$ cat src/hdl/dipm_pkg.sv
// Package with constants and types for the digital input protection mapper.
// Notes on behaviour
// - 3206 shows text, forces status page three
// - 3301 active commands fuel pump start
// - 3302 active commands fuel pump stop
// - 4001 active raises warning with text
// - 4002 active raises unload, larger variant only
// - 4003 active issues deactivation unconditionally
// - 4004 active raises interlock unconditionally
// - 4011 acts as block after oil delay
// - 4012 raises unload after oil delay, larger variant only
// - 4013 deactivates after delay; engine override gives warning
// - 4014 interlock after delay; overrides give warning
// - 4021 warning while input and breaker command
// - 4022 unload while input and breaker command, larger variant only
// - 4023 deactivation while input and breaker command
// - 4024 interlock while input and breaker command
// - 4031 warning while input and fuel solenoid
package dipm_pkg;

  localparam int unsigned NUM_INPUTS = 8;

  localparam logic [15:0] FN_NONE         = 16'h0000;
  localparam logic [15:0] FN_STATUS_PAGE3 = 16'd3206;
  localparam logic [15:0] FN_PUMP_START   = 16'd3301;
  localparam logic [15:0] FN_PUMP_STOP    = 16'd3302;
  localparam logic [15:0] FN_WARN         = 16'd4001;
  localparam logic [15:0] FN_UNLOAD       = 16'd4002;
  localparam logic [15:0] FN_DEACT        = 16'd4003;
  localparam logic [15:0] FN_INTERLOCK    = 16'd4004;
  localparam logic [15:0] FN_OIL_BLOCK    = 16'd4011;
  localparam logic [15:0] FN_OIL_UNLOAD   = 16'd4012;
  localparam logic [15:0] FN_OIL_DEACT    = 16'd4013;
  localparam logic [15:0] FN_OIL_ILOCK    = 16'd4014;
  localparam logic [15:0] FN_GB_WARN      = 16'd4021;
  localparam logic [15:0] FN_GB_UNLOAD    = 16'd4022;
  localparam logic [15:0] FN_GB_DEACT     = 16'd4023;
  localparam logic [15:0] FN_GB_ILOCK     = 16'd4024;
  localparam logic [15:0] FN_FS_WARN      = 16'd4031;

  // Register byte offsets.
  localparam logic [7:0] REG_CTRL      = 8'h00;
  localparam logic [7:0] REG_OIL_DELAY = 8'h04;
  localparam logic [7:0] REG_INPUTS    = 8'h08;
  localparam logic [7:0] REG_ACTIONS   = 8'h0C;
  localparam logic [7:0] REG_IRQ_STAT  = 8'h10;
  localparam logic [7:0] REG_IRQ_MASK  = 8'h14;
  localparam logic [7:0] REG_FUNC_BASE = 8'h20;

  // Control register bits.
  localparam int unsigned CTRL_LARGE    = 0;
  localparam int unsigned CTRL_OVR_ENG  = 1;
  localparam int unsigned CTRL_OVR_FULL = 2;

  // Action vector bits, shared by the action and interrupt registers.
  localparam int unsigned ACT_WARN   = 0;
  localparam int unsigned ACT_UNLOAD = 1;
  localparam int unsigned ACT_DEACT  = 2;
  localparam int unsigned ACT_ILOCK  = 3;
  localparam int unsigned ACT_PSTART = 4;
  localparam int unsigned ACT_PSTOP  = 5;
  localparam int unsigned ACT_PAGE3  = 6;
  localparam int unsigned ACT_W      = 7;

  localparam logic [31:0] OIL_DELAY_RESET = 32'h0000_0000;
  localparam logic [2:0]  CTRL_RESET      = 3'h0;
  localparam logic [1:0]  RESP_OKAY       = 2'h0;
  localparam logic [1:0]  RESP_SLVERR     = 2'h2;

  typedef enum logic [1:0] {
    DIPM_OIL_IDLE = 2'b01,
    DIPM_OIL_RUN  = 2'b10
  } dipm_oil_t;

endpackage : dipm_pkg

$ cat src/hdl/dipm_top.sv
// Maps debounced digital inputs through function codes to protection actions.
//
// Local design decisions: the AXI4-Lite interface to the registers and the register offsets.
`timescale 1ns/1ns
module dipm_top
  import dipm_pkg::*;
#(
  parameter int unsigned N = NUM_INPUTS
) (
  input  wire logic          aclk,
  input  wire logic          aresetn,
  input  wire logic [N-1:0]  din,
  input  wire logic          engine_running,
  input  wire logic          generator_breaker,
  input  wire logic          fuel_solenoid_output,
  input  wire logic [31:0]   s_axi_awaddr,
  input  wire logic          s_axi_awvalid,
  output logic               s_axi_awready,
  input  wire logic [31:0]   s_axi_wdata,
  input  wire logic [3:0]    s_axi_wstrb,
  input  wire logic          s_axi_wvalid,
  output logic               s_axi_wready,
  output logic [1:0]         s_axi_bresp,
  output logic               s_axi_bvalid,
  input  wire logic          s_axi_bready,
  input  wire logic [31:0]   s_axi_araddr,
  input  wire logic          s_axi_arvalid,
  output logic               s_axi_arready,
  output logic [31:0]        s_axi_rdata,
  output logic [1:0]         s_axi_rresp,
  output logic               s_axi_rvalid,
  input  wire logic          s_axi_rready,
  output logic               warning,
  output logic               unload,
  output logic               deactivation,
  output logic               interlock,
  output logic               pump_start,
  output logic               pump_stop,
  output logic               status_page3,
  output logic [N-1:0]       msg_active,
  output logic               irq
);

  // All state is one packed struct, so reset and the register stage are each written once.
  typedef struct packed {
    logic [N-1:0]         s1, s2, s3, din;
    logic [2:0]           eng_s;
    logic                 eng_prev;
    logic [2:0]           ctrl;
    logic [31:0]          oil_delay;
    logic [31:0]          oil_cnt;
    dipm_oil_t            oil_st;
    logic                 oil_done;
    logic [N-1:0][15:0]   func;
    logic [ACT_W-1:0]     act;
    logic [N-1:0]         msg;
    logic [ACT_W-1:0]     stat;
    logic [ACT_W-1:0]     mask;
    logic                 irq;
    logic                 aw_got, w_got;
    logic [7:0]           aw_addr;
    logic [31:0]          w_data;
    logic [3:0]           w_strb;
    logic                 bvalid;
    logic [1:0]           bresp;
    logic                 rvalid;
    logic [31:0]          rdata;
    logic [1:0]           rresp;
  } dipm_state_t;

  dipm_state_t q, d;

  function automatic logic is_func_addr(input logic [7:0] a);
    return (a >= REG_FUNC_BASE) && (a < REG_FUNC_BASE + 8'(4 * N)) && (a[1:0] == 2'b00);
  endfunction : is_func_addr

  function automatic logic [31:0] merge(input logic [31:0] old, input logic [31:0] nw, input logic [3:0] st);
    logic [31:0] r;
    r = old;
    for (int b = 0; b < 4; b++) begin
      if (st[b]) begin
        r[8*b +: 8] = nw[8*b +: 8];
      end
    end
    return r;
  endfunction : merge

  // Function-code slots sit one word apart above the slot base.
  function automatic logic [7:0] func_index(input logic [7:0] a);
    return (a - REG_FUNC_BASE) >> 2;
  endfunction : func_index

  logic [ACT_W-1:0] act_now;
  logic [N-1:0]     msg_now;
  logic             ovr_eng;
  logic             ovr_any;
  logic [7:0]       ra;
  logic [31:0]      rd;
  logic [31:0]      wv;
  logic             rd_ok;
  logic             wr_ok;
  logic             do_wr;
  logic [31:0]      ctrl_m;
  logic [31:0]      mask_m;
  logic [31:0]      func_m;
  logic [7:0]       widx;
  logic [7:0]       ridx;

  always_comb begin
    d = q;
    // Field contacts are asynchronous: three stages, a change counts once stages two and three agree.
    d.s1 = din;
    d.s2 = q.s1;
    d.s3 = q.s2;
    for (int i = 0; i < N; i++) begin
      if (q.s2[i] == q.s3[i]) begin
        d.din[i] = q.s3[i];
      end
    end
    // Engine running is a field signal too and takes the same three-stage path.
    d.eng_s = {q.eng_s[1:0], engine_running};
    if (q.eng_s[1] == q.eng_s[2]) begin
      d.eng_prev = q.eng_s[2];
    end

    // The oil delay counts from each new running detection and is dropped when the engine stops.
    case (q.oil_st)
      DIPM_OIL_IDLE: begin
        d.oil_done = 1'b0;
        if (d.eng_prev && !q.eng_prev) begin
          d.oil_cnt = 32'h0000_0000;
          d.oil_st  = DIPM_OIL_RUN;
        end
      end
      // The counter holds at the delay, so done stays high for as long as the engine runs.
      DIPM_OIL_RUN: begin
        if (!d.eng_prev) begin
          d.oil_st   = DIPM_OIL_IDLE;
          d.oil_done = 1'b0;
        end else if (q.oil_cnt >= q.oil_delay) begin
          d.oil_done = 1'b1;
        end else begin
          d.oil_cnt = q.oil_cnt + 32'h0000_0001;
        end
      end
      default: begin
        d.oil_st   = DIPM_OIL_IDLE;
        d.oil_done = 1'b0;
      end
    endcase

    // Breaker and solenoid commands come from logic on this clock, so they are used without a synchroniser.
    // Only the engine override downgrades 4013; either override downgrades 4014.
    // Several inputs may drive the same action, so each one only adds to the shared vector.
    ovr_eng = q.ctrl[CTRL_OVR_ENG];
    ovr_any = q.ctrl[CTRL_OVR_ENG] | q.ctrl[CTRL_OVR_FULL];
    act_now = '0;
    msg_now = '0;
    for (int i = 0; i < N; i++) begin
      if (q.din[i]) begin
        case (q.func[i])
          FN_STATUS_PAGE3: begin
            act_now[ACT_PAGE3] = 1'b1;
            msg_now[i] = 1'b1;
          end
          FN_PUMP_START: act_now[ACT_PSTART] = 1'b1;
          FN_PUMP_STOP:  act_now[ACT_PSTOP] = 1'b1;
          FN_WARN: begin
            act_now[ACT_WARN] = 1'b1;
            msg_now[i] = 1'b1;
          end
          FN_UNLOAD: begin
            if (q.ctrl[CTRL_LARGE]) begin
              act_now[ACT_UNLOAD] = 1'b1;
              msg_now[i] = 1'b1;
            end
          end
          FN_DEACT: begin
            act_now[ACT_DEACT] = 1'b1;
            msg_now[i] = 1'b1;
          end
          FN_INTERLOCK: begin
            act_now[ACT_ILOCK] = 1'b1;
            msg_now[i] = 1'b1;
          end
          FN_OIL_BLOCK: begin
            // Named a warning, but behaves as a block once the delay is over.
            if (q.oil_done) begin
              act_now[ACT_ILOCK] = 1'b1;
              msg_now[i] = 1'b1;
            end
          end
          FN_OIL_UNLOAD: begin
            if (q.oil_done && q.ctrl[CTRL_LARGE]) begin
              act_now[ACT_UNLOAD] = 1'b1;
              msg_now[i] = 1'b1;
            end
          end
          FN_OIL_DEACT: begin
            if (q.oil_done) begin
              msg_now[i] = 1'b1;
              if (ovr_eng) begin
                act_now[ACT_WARN] = 1'b1;
              end else begin
                act_now[ACT_DEACT] = 1'b1;
              end
            end
          end
          FN_OIL_ILOCK: begin
            if (q.oil_done) begin
              msg_now[i] = 1'b1;
              if (ovr_any) begin
                act_now[ACT_WARN] = 1'b1;
              end else begin
                act_now[ACT_ILOCK] = 1'b1;
              end
            end
          end
          FN_GB_WARN: begin
            if (generator_breaker) begin
              act_now[ACT_WARN] = 1'b1;
              msg_now[i] = 1'b1;
            end
          end
          FN_GB_UNLOAD: begin
            if (generator_breaker && q.ctrl[CTRL_LARGE]) begin
              act_now[ACT_UNLOAD] = 1'b1;
              msg_now[i] = 1'b1;
            end
          end
          FN_GB_DEACT: begin
            if (generator_breaker) begin
              act_now[ACT_DEACT] = 1'b1;
              msg_now[i] = 1'b1;
            end
          end
          FN_GB_ILOCK: begin
            if (generator_breaker) begin
              act_now[ACT_ILOCK] = 1'b1;
              msg_now[i] = 1'b1;
            end
          end
          FN_FS_WARN: begin
            if (fuel_solenoid_output) begin
              act_now[ACT_WARN] = 1'b1;
              msg_now[i] = 1'b1;
            end
          end
          default: begin
          end
        endcase
      end
    end
    // Actions and texts are registered, so outputs stand one cycle after their cause.
    d.act = act_now;
    d.msg = msg_now;

    // AXI4-Lite write: address and data are taken in either order, response follows both.
    wr_ok = 1'b0;
    do_wr = 1'b0;
    if (s_axi_awvalid && !q.aw_got && !q.bvalid) begin
      d.aw_got  = 1'b1;
      d.aw_addr = s_axi_awaddr[7:0];
    end
    if (s_axi_wvalid && !q.w_got && !q.bvalid) begin
      d.w_got  = 1'b1;
      d.w_data = s_axi_wdata;
      d.w_strb = s_axi_wstrb;
    end
    if (q.aw_got && q.w_got) begin
      do_wr    = 1'b1;
      d.aw_got = 1'b0;
      d.w_got  = 1'b0;
      d.bvalid = 1'b1;
    end
    if (q.bvalid && s_axi_bready) begin
      d.bvalid = 1'b0;
    end

    // Events set sticky status; a one written clears it, but a new event in the same cycle wins.
    wv     = merge(32'h0000_0000, q.w_data, q.w_strb);
    ctrl_m = merge({29'h0, q.ctrl}, q.w_data, q.w_strb);
    mask_m = merge({25'h0, q.mask}, q.w_data, q.w_strb);
    widx   = func_index(q.aw_addr);
    func_m = 32'h0000_0000;
    if (do_wr) begin
      wr_ok = 1'b1;
      case (q.aw_addr)
        REG_CTRL:      d.ctrl = ctrl_m[2:0];
        REG_OIL_DELAY: d.oil_delay = merge(q.oil_delay, q.w_data, q.w_strb);
        REG_IRQ_STAT:  d.stat = q.stat & ~wv[ACT_W-1:0];
        REG_IRQ_MASK:  d.mask = mask_m[ACT_W-1:0];
        // Status words are read-only; a write there is answered OKAY and has no effect.
        REG_INPUTS, REG_ACTIONS: begin
        end
        default: begin
          if (is_func_addr(q.aw_addr)) begin
            func_m       = merge({16'h0, q.func[widx]}, q.w_data, q.w_strb);
            d.func[widx] = func_m[15:0];
          end else begin
            wr_ok = 1'b0;
          end
        end
      endcase
      d.bresp = wr_ok ? RESP_OKAY : RESP_SLVERR;
    end
    d.stat = d.stat | (act_now & ~q.act);
    // Next-state status and mask feed the interrupt, so it moves in the same cycle as they do.
    d.irq  = |(d.stat & d.mask);

    // AXI4-Lite read: one-cycle answer after the address is taken.
    // Only eight address bits are decoded, so the map repeats every 256 bytes.
    ra    = s_axi_araddr[7:0];
    ridx  = func_index(ra);
    rd    = 32'h0000_0000;
    rd_ok = 1'b1;
    case (ra)
      REG_CTRL:      rd = {29'h0, q.ctrl};
      REG_OIL_DELAY: rd = q.oil_delay;
      REG_INPUTS:    rd = 32'(q.din);
      REG_ACTIONS:   rd = {q.oil_done, 24'h0, q.act};
      REG_IRQ_STAT:  rd = {25'h0, q.stat};
      REG_IRQ_MASK:  rd = {25'h0, q.mask};
      default: begin
        if (is_func_addr(ra)) begin
          rd = {16'h0, q.func[ridx]};
        end else begin
          rd_ok = 1'b0;
        end
      end
    endcase

    // The word is captured when the address is taken, so a later register change cannot disturb it.
    if (s_axi_arvalid && !q.rvalid) begin
      d.rvalid = 1'b1;
      d.rdata  = rd;
      d.rresp  = rd_ok ? RESP_OKAY : RESP_SLVERR;
    end else if (q.rvalid && s_axi_rready) begin
      d.rvalid = 1'b0;
    end
  end

  // Reset values are written out so that a changed package default reaches the flops.
  always_ff @(posedge aclk) begin
    if (!aresetn) begin
      q           <= '0;
      q.ctrl      <= CTRL_RESET;
      q.oil_delay <= OIL_DELAY_RESET;
      q.oil_st    <= DIPM_OIL_IDLE;
    end else begin
      q <= d;
    end
  end

  // Every output is taken from state fields only, so no input reaches a pin combinationally.
  assign s_axi_awready = !q.aw_got && !q.bvalid;
  assign s_axi_wready  = !q.w_got && !q.bvalid;
  assign s_axi_bvalid  = q.bvalid;
  assign s_axi_bresp   = q.bresp;
  assign s_axi_arready = !q.rvalid;
  assign s_axi_rvalid  = q.rvalid;
  assign s_axi_rdata   = q.rdata;
  assign s_axi_rresp   = q.rresp;
  assign warning       = q.act[ACT_WARN];
  assign unload        = q.act[ACT_UNLOAD];
  assign deactivation  = q.act[ACT_DEACT];
  assign interlock     = q.act[ACT_ILOCK];
  assign pump_start    = q.act[ACT_PSTART];
  assign pump_stop     = q.act[ACT_PSTOP];
  assign status_page3  = q.act[ACT_PAGE3];
  assign msg_active    = q.msg;
  assign irq           = q.irq;

endmodule : dipm_top

$ cat config.mk
export PLATFORM = sky130hd
export DESIGN_NAME = dipm_top
export DESIGN_NICKNAME = d
export VERILOG_FILES = /design/src/hdl/dipm_pkg.sv /design/src/hdl/dipm_top.sv
export SDC_FILE = /design/constraint.sdc
export NUM_CORES = 1
export LEC_CHECK = 0
export ABC_AREA = 1
export BUFFER_PORTS_ARGS = -buffer_cell sky130_fd_sc_hd__buf_2
export CAP_MARGIN = 20
export CELL_PAD_IN_SITES_DETAIL_PLACEMENT = 1
export CELL_PAD_IN_SITES_GLOBAL_PLACEMENT = 1
export CORE_MARGIN = 2
export CORE_UTILIZATION = 43
export CTS_CLUSTER_SIZE = 10
export DETAILED_ROUTE_END_ITERATION = 16
export GPL_ROUTABILITY_DRIVEN = 0
export PLACE_DENSITY = 0.77
export SLEW_MARGIN = 10
export SYNTH_ARGS = -nofsm -noshare
export SYNTH_HDL_FRONTEND = slang
export SYNTH_SLANG_ARGS = --single-unit
export TNS_END_PERCENT = 10
$ cat constraint.sdc
create_clock -name aclk -period 3.1 [get_ports aclk]
set_input_delay 0.155 -clock aclk [delete_from_list [all_inputs] [get_ports aclk]]
set_output_delay 0.155 -clock aclk [all_outputs]
set_load 0.03 [all_outputs]
==> metrics.txt <==
status=completed; footprint of the multi-input gates=~0.011 mm^2; layout cells sized above 1=9.87%; core area=around 0.046 mm^2; power per cell area=454 mW/mm^2; Crit path required time=roughly 3600 ps; dominant synthesized flop cell=dfxtp_1; Area Growth Syn to Fin=15.0%; total grt overflow=0; Final min period=around 3000 ps; Critical Path Start Type=flip-flop; antenna cells=0; CTS tree=done; final count of negative-setup-slack endpoints=0; Placement Rows=79; Mean Syn Cell Area=6.64 um^2; clk_skew=32.9 ps; DIE WIDTH=220 um; Slew Viols, Final=0; Pre-Repair DR Iteration Count=5; R2R cell count=16; CTS clk-pin slew, worst paths=60 ps; M3 GR Usage=approximately 5.8%; number of synthesized register bits=346; Top Ports=175; EDFF count, synth=0; Worst Tran Pin Value=881 ps; Final ANT Viol Nets=0; WL final=84700 um; DR WL/cell=22.5 um; Min-Delay Path Class=in -> reg; CTS Buf Count=43; DP HPWL=62200 um; max_slew headroom=41.0%; crit share post-route=between 90% and 100%; H-Tree Depth=2; setup ws final=139 ps; synthesized instance count=about 3000; crit path DAT=3470 ps; ys async rst share=0%; vias in the first global route=22400; Initial Util=a little over two fifths; Final #Nets=3289; Worst VDD drop=0.364 mV; pre-CTS setup slack=188 ps; Worst Setup EP=irq$_SDFF_PN0_; maxcap violations=0; Ys Warns=0; sequential element share of the synthesized area=34.7%; Max FO, Critical Path=7; via/cell ratio=5.94; # fillers=between 6000 and 7000; Die Y=220 um; DIE AREA=approximately 0.048 mm^2; Tot GR Track Use=34.5%; post-synthesis cell type count=60; f_max=0.338 GHz; Clk Latency, worst-skew pair=590 ps; CTS root buf=clkbuf_16; clock tree sinks=346; RSZ-0062 raised after global routing=yes; Reg area=0.00693 mm^2; WS Path Type=reg -> reg; met1 GRT Util=46.1%; flop-to-flop setup slack=140 ps; met2 usage=a little over half; CP Capture Type=flip-flop; initial antenna violation count=1; Buffers on Ports=124; first-pass GRT wire length=129000 um; synthesized area=0.0200 mm^2; Static Leak=9.33 nW; Pwr Total=10.4 mW; Critical R2R Capture=irq$_SDFF_PN0_; Setup crit start=q[231]$_SDFFE_PN0P_; initial drt markers=around 2000; CTS Buffer Depth=3; final hold violation count=0; residual DRC count=0; pin count of the biggest net entering global routing=76; GRT busiest layer=met2; vias=22300; RR Startpoint=q[231]$_SDFFE_PN0P_; Final Util=49.7%
[cells in the mapped netlist (all sizes together) (5+ instances only)]
library cell,number,share of area (%)
a2111oi,5,0.34
a211oi,10,0.38
a21oi,319,8.0
a31oi,6,0.19
buf,89,3.1
clkbuf,100,1.9
dfxtp,346,35
ha,35,2.2
inv,394,7.4
maj3,7,0.35
nand2,467,8.8
nand3,145,3.7
nand4,63,2.0
nor2,336,6.4
nor3,87,2.4
nor4,30,1.4
o2111ai,11,0.48
o211ai,42,1.6
o21a,7,0.26
o21ai,363,9.1
o221ai,14,0.61
o22ai,72,2.3
o31ai,7,0.26
xnor2,8,0.35
xor2,13,0.57
[layout by cell type (no fill, tap or decap), types with 7 or more instances in the layout]
cell type,netlist,layout
inv_1,387,385
buf_4,45,78
nor3_1,79,75
clkbuf_1,100,8
nand2_1,465,465
dfxtp_1,346,344
ha_1,35,35
o22ai_1,72,72
nor2_1,331,326
buf_2,24,123
a21oi_1,319,318
xnor2_1,8,8
xor2_1,13,13
nor3_2,6,10
nor2_2,4,7
o2111ai_1,11,11
nand3_1,144,144
clkbuf_16,0,43
o21ai_0,273,273
o21a_1,7,7
o31ai_1,7,7
maj3_1,7,7
nor4_1,24,23
inv_2,7,9
nand4_1,62,62
o211ai_1,41,41
a211oi_1,10,10
dlygate4sd3_1,0,61
o21ai_1,90,90
o221ai_1,14,14
[metal layers]
| layer | vias up | wire, um |
|---|---|---|
| li1 | 10400 | - |
| met1 | 10900 | 36700 |
| met2 | 865 | 37500 |
| met3 | 229 | 6380 |
| met4 | 2 | 4110 |
| met5 | - | 12 |
[worst max-delay path, cell delays in order (launching register included)]
cell and delay [ps]:
dfxtp_1 560, inv_1 120, nor2_1 160, inv_1 100, nor2_1 270, inv_1 140, nor3_1 520, a21oi_1 180
nor2_1 160, a21oi_1 80, nand2_1 80, nand2_1 70, nand2_1 80, nand2_1 60, a21oi_1 160, a21oi_2 70
nand2_1 90
[stage by stage]
step	std cells	hold WS (ps)	area, um^2	TNS (ps)
finish	3759	180	23000	0
global route	3759	196	23000	-93.9
CTS	3758	103	22900	0
detailed placement	3636	344	21100	0
global placement	3636	337	21100	0
floorplan	3011	253	20000	0
[state kept, by name, summed over array words and instances, names as in the netlist, 8 cells and up]
signal and cells:
d 18, msg_active 8, s_axi_rdata 32, q 275
[cells by family after synthesis]
family / Yosys count / share of synthesized area (%)
simple gates: 1139 / 25.1
compound gates: 876 / 24.3
flops: 346 / 34.7
buf+inv: 585 / 12.4
other cells: 1 / 0.0188
xor+xnor: 21 / 0.920
fa+ha+maj: 42 / 2.54
[power by group]
group / internal, mW / total, mW / switching [mW]
sequential: 4.55 / 4.62 / 0.0708
combinational: 0.316 / 1.13 / 0.816
clock: 2.64 / 4.67 / 2.03
total: 7.51 / 10.4 / 2.92
[worst min path at each step]
stage / cells past startpoint / from / endpoint
CTS: 3 / s_axi_awvalid / q[78]$_SDFFE_PN0P_
finish: 3 / s_axi_awvalid / q[78]$_SDFFE_PN0P_
detailed placement: 3 / din[2] / d[334]$_SDFF_PN0_
floorplan: 2 / engine_running / d[314]$_SDFF_PN0_
global route: 3 / s_axi_awvalid / q[78]$_SDFFE_PN0P_
global placement: 3 / engine_running / d[314]$_SDFF_PN0_
[area by class of cell]
type | count | share of cell area, %
multi-input cells | 2080 | 46.3
inverters | 396 | 6.47
clock inverters | 5 | 0.299
clock buffers | 56 | 5.11
flip-flops and latches | 346 | 30.1
repair buffers | 269 | 8.38
well taps | 607 | 3.30
[repair_timing]
item	in CTS	in global routing
buffers inserted	0	1
hold buffers	61	0
hold endpoints to repair	81	0
gates resized for setup	0	20
endpoints found under the setup margin	0	29
Note: power is estimated with default switching activity, not from simulation.
